--- config.mk ---
export PLATFORM = sky130hd
export DESIGN_NAME = qdl_loader
export DESIGN_NICKNAME = d
export VERILOG_FILES = /design/src/logic/qdl_pkg.sv /design/src/logic/qdl_loader.sv
export SDC_FILE = /design/constraint.sdc
export NUM_CORES = 1
export LEC_CHECK = 0
export ABC_AREA = 1
export CORE_MARGIN = 2
export CORE_UTILIZATION = 35
export DETAILED_ROUTE_END_ITERATION = 6
export DONT_BUFFER_PORTS = 1
export SLEW_MARGIN = 20
export SYNTH_ARGS = -nofsm -noshare
export SYNTH_HDL_FRONTEND = slang
export SYNTH_SLANG_ARGS = --single-unit
--- constraint.sdc ---
create_clock -name core_clk -period 1.9 [get_ports core_clk]
set_input_delay 0.095 -clock core_clk [delete_from_list [all_inputs] [get_ports core_clk]]
set_output_delay 0.095 -clock core_clk [all_outputs]
set_load 0.02 [all_outputs]
--- src/logic/qdl_pkg.sv ---
// Purpose: constants for the quad DAC serial loader
// Assumes: 12-bit command words; a longer chip select frame executes only its last 12 bits
// Notes: select/control code sits in the top four word bits
package qdl_pkg;
    localparam int WORD_BITS = 12;
    localparam int DATA_BITS = 8;
    localparam int CHANNELS = 4;
    localparam int CNT_BITS = 4;
    localparam int SEL_HI_POS = 11;
    localparam int SEL_LO_POS = 10;
    localparam int CTL_HI_POS = 9;
    localparam int CTL_LO_POS = 8;
    localparam logic [1:0] CTL_LOAD_INPUT = 2'h1;
    localparam logic [1:0] CTL_LOAD_BOTH = 2'h3;
    localparam logic [1:0] CTL_SHIFT_ALL = 2'h0;
    localparam logic [1:0] CTL_FROM_INPUT = 2'h2;
    localparam logic [1:0] SEL_PHASE_RISE = 2'h3;
    localparam logic [1:0] SEL_PHASE_FALL = 2'h2;
    localparam logic [CNT_BITS-1:0] CNT_FULL = 4'hC;
    localparam logic [WORD_BITS-1:0] SHIFT_RESET = 12'h000;
    localparam logic [DATA_BITS-1:0] CODE_RESET = 8'h00;
    localparam logic PHASE_RESET = 1'b0;
    localparam int LAG_RISE_PERIODS = 12;

    typedef enum logic [1:0] {
        QDL_IDLE = 2'b01,
        QDL_SHIFT = 2'b10
    } qdl_mode_type;

    typedef struct packed {
        logic [1:0] cs_sync;
        logic [1:0] sclk_sync;
        logic [1:0] din_sync;
        logic [1:0] load_sync;
        logic [1:0] zero_sync;
        logic sclk_prev;
        logic cs_prev;
        qdl_mode_type mode;
        logic [WORD_BITS-1:0] shift;
        logic msb_hold;
        logic sout;
        logic phase_falling;
        logic [CNT_BITS-1:0] bit_cnt;
        logic [CHANNELS-1:0][DATA_BITS-1:0] in_reg;
        logic [CHANNELS-1:0][DATA_BITS-1:0] dac_reg;
    } qdl_state_type;
endpackage

--- src/logic/qdl_loader.sv ---
// Purpose: serial command loader for a quad 8-bit DAC
// Assumes: all pins except reset asynchronous to core_clk; serial clock far slower than core_clk
// Notes: pin levels pass two flops, so pin actions lag by about three cycles
`timescale 1ns/1ns
module qdl_loader
    import qdl_pkg::*;
(
    input wire logic core_clk,
    input wire logic reset,
    input wire logic chip_select_n,
    input wire logic serial_clk,
    input wire logic serial_in,
    input wire logic load_all_pin_n,
    input wire logic async_zero_pin_n,
    output logic serial_out,
    output logic [CHANNELS-1:0][DATA_BITS-1:0] dac_code,
    output logic [CHANNELS-1:0][DATA_BITS-1:0] input_code,
    output logic out_phase_falling,
    output logic [CNT_BITS-1:0] bits_received
);
    qdl_state_type state;
    qdl_state_type next_state;

    logic cs_low;
    logic sclk_rise;
    logic sclk_fall;
    logic cs_rise;
    logic [1:0] sel;
    logic [1:0] ctl;
    logic [DATA_BITS-1:0] data;

    assign cs_low = ~state.cs_sync[1];
    assign sclk_rise = state.sclk_sync[1] & ~state.sclk_prev;
    assign sclk_fall = ~state.sclk_sync[1] & state.sclk_prev;
    assign cs_rise = state.cs_sync[1] & ~state.cs_prev;
    assign sel = state.shift[SEL_HI_POS:SEL_LO_POS];
    assign ctl = state.shift[CTL_HI_POS:CTL_LO_POS];
    assign data = state.shift[DATA_BITS-1:0];

    always_comb begin
        next_state = state;
        next_state.cs_sync = {state.cs_sync[0], chip_select_n};
        next_state.sclk_sync = {state.sclk_sync[0], serial_clk};
        next_state.din_sync = {state.din_sync[0], serial_in};
        next_state.load_sync = {state.load_sync[0], load_all_pin_n};
        next_state.zero_sync = {state.zero_sync[0], async_zero_pin_n};
        next_state.sclk_prev = state.sclk_sync[1];
        next_state.cs_prev = state.cs_sync[1];
        unique case (state.mode)
            QDL_IDLE: begin
                if (cs_low) begin
                    next_state.mode = QDL_SHIFT;
                    next_state.bit_cnt = '0;
                end
            end
            QDL_SHIFT: begin
                if (!cs_low) begin
                    next_state.mode = QDL_IDLE;
                end
            end
        endcase
        // Frame start is seen one cycle late; an edge in that cycle still shifts
        if (cs_low && sclk_rise) begin
            next_state.shift = {state.shift[WORD_BITS-2:0], state.din_sync[1]};
            next_state.msb_hold = state.shift[WORD_BITS-1];
            if (state.mode == QDL_SHIFT && state.bit_cnt != CNT_FULL) begin
                next_state.bit_cnt = state.bit_cnt + 4'h1;
            end else if (state.mode == QDL_IDLE) begin
                next_state.bit_cnt = 4'h1;
            end
            if (!state.phase_falling) begin
                next_state.sout = state.shift[WORD_BITS-1];
            end
        end
        // Extra half stage gives the falling phase its half-period lag
        if (cs_low && sclk_fall && state.phase_falling) begin
            next_state.sout = state.msb_hold;
        end
        if (cs_rise) begin
            unique case (ctl)
                CTL_LOAD_INPUT: begin
                    next_state.in_reg[sel] = data;
                end
                CTL_LOAD_BOTH: begin
                    next_state.in_reg[sel] = data;
                    next_state.dac_reg[sel] = data;
                end
                CTL_SHIFT_ALL: begin
                    // Select low bit set is the pass-through word
                    if (!sel[0]) begin
                        for (int i = 0; i < CHANNELS; i++) begin
                            next_state.dac_reg[i] = data;
                        end
                    end
                end
                CTL_FROM_INPUT: begin
                    for (int i = 0; i < CHANNELS; i++) begin
                        next_state.dac_reg[i] = state.in_reg[i];
                    end
                    if (sel == SEL_PHASE_FALL) begin
                        next_state.phase_falling = 1'b1;
                    end else if (sel == SEL_PHASE_RISE) begin
                        next_state.phase_falling = 1'b0;
                    end
                end
            endcase
        end
        if (!state.load_sync[1]) begin
            next_state.dac_reg = next_state.in_reg;
        end
        // Clear is applied last so it beats any command in flight
        if (!state.zero_sync[1]) begin
            for (int i = 0; i < CHANNELS; i++) begin
                next_state.in_reg[i] = CODE_RESET;
                next_state.dac_reg[i] = CODE_RESET;
            end
        end
    end

    always_ff @(posedge core_clk) begin
        if (reset) begin
            state.cs_sync <= 2'h3;
            state.sclk_sync <= 2'h0;
            state.din_sync <= 2'h0;
            state.load_sync <= 2'h3;
            state.zero_sync <= 2'h3;
            state.sclk_prev <= 1'b0;
            state.cs_prev <= 1'b1;
            state.mode <= QDL_IDLE;
            state.shift <= SHIFT_RESET;
            state.msb_hold <= 1'b0;
            state.sout <= 1'b0;
            state.phase_falling <= PHASE_RESET;
            state.bit_cnt <= '0;
            state.in_reg <= '0;
            state.dac_reg <= '0;
        end else begin
            state <= next_state;
        end
    end

    // Codes are straight binary; output level is code/256 of reference
    assign dac_code = state.dac_reg;
    assign input_code = state.in_reg;
    assign serial_out = state.sout;
    assign out_phase_falling = state.phase_falling;
    assign bits_received = state.bit_cnt;
endmodule

[Word level (Yosys, flattened, before mapping)]
Cells that the tools add are included.
Word-level totals
  output and inout bits: 70
  bits in registers: 97
  bits of input ports: 7
  logic and storage cells: 82
Operators by class
  equality and inequality tests: 14
  bitwise operators: 8
  reduce and logical (&&, ||, !) cells: 14
  magnitude comparators: 2
  muxes and demuxes: 22
  add/subtract/negate cells: 1
Operator list (number)
  two-way mux 32 bit: 3
  case mux 32 bit (3 select lines): 1
  bitwise mux 32 bit: 2
  two-way mux 64 bit: 1
  two-way mux 4 bit: 5
  demux 8 bit (select 2 bit): 1
  == test 2 bit (second input constant): 5
  two-way mux 8 bit: 1
  AND reduction 3 bit: 2
  logical AND 1 bit: 5
  two-way mux 1 bit: 5
  inverter 1 bit: 5
  adder 4 x 1 -> 4 bit (second input constant): 1
  == test 2 x 1 -> 1 bit (second input constant): 2
  two-way mux 2 bit: 2
  != test 2 x 1 -> 1 bit (second input constant): 2
  != test 2 bit (second input constant): 2
  != test 4 x 1 -> 1 bit (second input constant): 1
  != test 4 bit (second input constant): 1
  case mux 2 bit (2 select lines): 1
  AND reduction 2 bit: 2
  nonzero test 2 bit: 2
  OR reduction 2 bit: 2
  bitwise AND 1 bit: 3
  4 further kinds: 4

[Depth between registers and ports, before layout]
  depth after elaboration: 8
  mapped depth: 10
  mapped depth without buffers: 9

[Worst setup path before layout]
Ideal clock, no wire load.
  path type: register to register
  start point: reg state (netlist bit next_state[85])
  end point: reg state (netlist bit dac_code[14])
  buffers on the path: 2
  period minus slack after synthesis: 1.344 ns
  arrival: 1.229 ns
  slack: 0.556 ns
  data required time: 1.785 ns
  stages on the path, launching flop included: 10
  library setup time: 0.115 ns
  cells stage by stage: dfxtp_1 nand2_1 buf_6 nand2_2 nand3_4 nor2_4 buf_6 nand2_1 nor2_1 nor2_1
Between the ends
  word-level cells in the longest chain between the ends: 3
  elaborated cells on any way between the ends: 5
  classes of those cells: eq/ne: 1; mux: 2; bitwise: 1; reduce/logical: 1
RTL lines
  from (decl): RTL line qdl_loader.sv:21  | qdl_state_type state;
  from (signal assigned): RTL line qdl_loader.sv:138  | state <= next_state;
  bitwise AND 1 bit (*): RTL line qdl_loader.sv:35  | assign cs_rise = state.cs_sync[1] & ~state.cs_prev;
  != test 2 x 1 -> 1 bit (no line) or two-way mux 64 bit (tied branches)
  AND reduction 3 bit (no line) or two-way mux 32 bit (tied branches)
Mark *: on every way between the ends. The rest lies on a longest branch, timed or not. The select of a mux whose other input is x is not followed.
A chain may end at the register's enable or synchronous reset.

[Worst setup path in the final report]
  start point: reg state (netlist bit ctl[0])
  end point: reg state (netlist bit dac_code[0])
Between the ends
  word-level cells in the longest chain between the ends: 5
  elaborated cells on any way between the ends: 12
  classes of those cells: eq/ne: 5; mux: 4; reduce/logical: 3
RTL lines
  == test 2 bit or == test 2 x 1 -> 1 bit (tied branches): RTL line qdl_loader.sv:80  | unique case (ctl)
  OR reduction 2 bit (no line)
  two-way mux 32 bit
  two-way mux 64 bit: RTL line qdl_loader.sv:79  | if (cs_rise) begin
  two-way mux 32 bit: RTL line qdl_loader.sv:108  | if (!state.load_sync[1]) begin
Several ways; a longest one is shown, not always the timed one. The select of a mux whose other input is x is not followed.

==> flow_summary_export.csv <==
group,metric,value,unit
status,status,"completed",
grt,grt_max_degree,33,
sta,slew_violations,0,
grt,grt-ovfl-total,0,
floorplanning,dieArea,15940,µm²
power_and_ir_drop,leakagePower,0.001973,µW
detailed_routing,vias_per_cell,5.047,
detailed_routing,wl_met2,6366,µm
setup_path,required,2150,ps
cts,cts_tree,"yes",
logic_synthesis,syn_inst,758,
detailed_routing,ant_nets,0,
cells_and_area,layout.nets,699,
cts,cts.sinks,97,
power_and_ir_drop,p_per_area,821.7,nW/µm²
detailed_routing,wl_met3,1145,µm
grt,track_usage,17.93,%
cts,holdBufCountCts,6,
cts,clock_latency,350,ps
setup_path,cp_max_fo,16,
power_and_ir_drop,vdd_drop_max,0.0004327,V
sta,tns,0,ps
cells_and_area,synthToLayoutAreaGrowth,1.531,%
detailed_routing,routed_wl,13970,µm
cts,cts_made_buffers,9,
floorplanning,core.rowCount,44,
logic_synthesis,synth-seq-cells,97,
sta,period_needed,1683,ps
setup_path,arrival,1930,ps
placed_design,gp_congestion,0.8563,
placed_design,dpl.hpwl,9512,µm
logic_synthesis,seq_area_frac_synth,37.13,%
floorplanning,die_h,126.2,µm
floorplanning,io_pins,77,
sta,fin_crit_sh,88.58,%
logic_synthesis,ys_types,24,
cts,path_clk_slew,70,ps
power_and_ir_drop,finalPower,4363,µW
setup_path,r2r-start,"ctl[0]",
logic_synthesis,synth_area,5230,µm²
logic_synthesis,synth-simple-area-share,31.24,%
logic_synthesis,synthMuxAreaShare,0,%
cts,clk_path_buf_depth,2,
sta,hold_viol,0,
hold_path,min_from,"reset",
detailed_routing,met1_length,6327,µm
placed_design,dp.cells,857,
setup_path,critical_path_class,"register to register",
placed_design,portBuffers,0,
sta,max_slew_margin,61.86,%
sta,clock_skew,12.63,ps
sta,worst_slew_pin_slew,570.2,ps
sta,max_freq,594.2,MHz
floorplanning,die_w,126.2,µm
setup_path,start_kind,"register",
cts,h-tree-depth,3,
logic_synthesis,synth-compound-area-share,14.21,%
cts,cts_resized,0,
setup_path,end_kind,"register",
job,cap_viol_max_count,0,
setup_path,worstSetupStartpoint,"ctl[0]",
sta,setup-violations-final,0,
detailed_routing,via_count,4436,
logic_synthesis,synth_xor_area_share,0,%
logic_synthesis,yosys.area_share.adder,0.4785,%
sta,finalWorstSetupSlack,217.0,ps
cells_and_area,drive_above_1_share,10.36,%
detailed_routing,wire_per_inst,15.89,µm
sta,rsz0062_at_grt,"no",
logic_synthesis,synth_nets,767,
grt,antenna_found_initial,0,
grt,grt_pass1_wl,22800,µm
grt,first_global_vias,4147,
detailed_routing,first_pass_iters,5,
detailed_routing,drcViolationCount,0,
logic_synthesis,yosysWarnings,0,
hold_path,hold_class,"primary input to register",
placed_design,post-place-ws,239.4,ps
floorplanning,core-area,14590,µm²
cells_and_area,diodes,0,
cts,cts_setup_buffers,0,
logic_synthesis,synth.avg_cell_area,6.900,µm²
detailed_routing,drtIter0Drc,389,
detailed_routing,highest_layer,"met4",
floorplanning,start_util,35.85,%
cts,ctsRootBufferMaster,"clkbuf_16",
cells_and_area,final_cells,879,
logic_synthesis,synth_top_family_by_area,"simple AND/OR/NAND/NOR gates",
-- cell families after synthesis --
| group | Yosys count |
|---|---|
| AO/OA/AOI/OAI | 148 |
| adder cells (fa/ha/maj) | 2 |
| buffers and inverters | 145 |
| flip-flops | 97 |
| AND/OR/NAND/NOR | 366 |
-- placed cells by master, fill, tap and decap left out, types with 2 or more instances in the layout --
| cell type | instances |
|---|---|
| a21oi_1 | 81 |
| buf_12 | 2 |
| buf_4 | 30 |
| clkbuf_16 | 9 |
| clkbuf_8 | 2 |
| clkinv_2 | 2 |
| dfxtp_1 | 97 |
| dlygate4sd3_1 | 6 |
| ha_1 | 2 |
| inv_1 | 26 |
| nand2_1 | 182 |
| nand2_2 | 3 |
| nand3_1 | 50 |
| nand3_4 | 3 |
| nand4_1 | 26 |
| nor2_1 | 84 |
| nor2_2 | 4 |
| nor2_4 | 7 |
| o21ai_0 | 36 |
| o21ai_1 | 30 |
| or2_2 | 6 |
-- path summary, 6_finish.rpt --
path / endpoint / slack (ps) / cells after the start
max reg2reg: dac_code[0] / 220 / 7
min: state[85] / 70 / 3
min reg2reg: next_state[86] / 410 / 2
max: dac_code[0] / 220 / 7
-- per-stage QoR --
stage / util, % / instance area, µm² / hold slack, ps
floorplan: - / 5230 / 198.8
global placement: 33.89 / 4945 / 167.8
detailed placement: 33.89 / 4945 / 169.6
CTS: 36.40 / 5310 / 63.87
global route: 36.40 / 5310 / 62.11
finish: 36.40 / 5310 / 72.20
-- power by group --
| part | internal (µW) | switching, µW | leakage [µW] |
|---|---|---|---|
| combinational | 97.8 | 189 | 0.00103 |
| clock | 1090 | 792 | 0.000153 |
| sequential | 2090 | 95.2 | 0.000788 |
-- layout make-up --
class                      instances  area, µm²
clock inverter                     4      48.80
timing repair buffer              38      325.3
sequential                        97       1942
inverter                          28      105.1
tap                              184      230.2
multi-input combinational        516       2402
fill                            1536       9279
clock buffer                      12      256.5
-- Yosys cell counts (all sizes together) --
cell    number  share of area, %
o211ai       1              0.14
nor2        95               8.0
buf         98                14
nand3       54               6.0
nand2      185                13
inv         27               1.9
o21ai       66               6.3
clkinv       1             0.072
dfxtp       97                37
clkbuf      19               1.4
nand4       26               3.1
a21oi       81               7.8
or2          6              0.72
ha           2              0.48
-- state kept, by name (all words and copies together) (netlist names), named ones only --
| register | count |
|---|---|
| input_code | 32 |
| serial_out | 1 |
| bits_received | 1 |
| next_state | 7 |
| ctl | 2 |
| data | 8 |
| state | 8 |
| sel | 2 |
| out_phase_falling | 1 |
| dac_code | 32 |
-- metal layers --
| layer | up-vias | global-route usage, % |
|---|---|---|
| met2 | 132 | 27.89 |
| li1 | 2277 | - |
| met3 | 9 | 7.052 |
| met4 | 0 | 4.008 |
| met5 | - | 0 |
| met1 | 2018 | 23.54 |
-- critical path: stages (launching register included) --
cell and delay, ps:
dfxtp_1 510, nor2_4 120, nand2_1 130, nand3_4 140, nor2_4 350, nand2_1 100, nor2_1 170, nor2_1 50
Power figures use the tool's default switching activity.
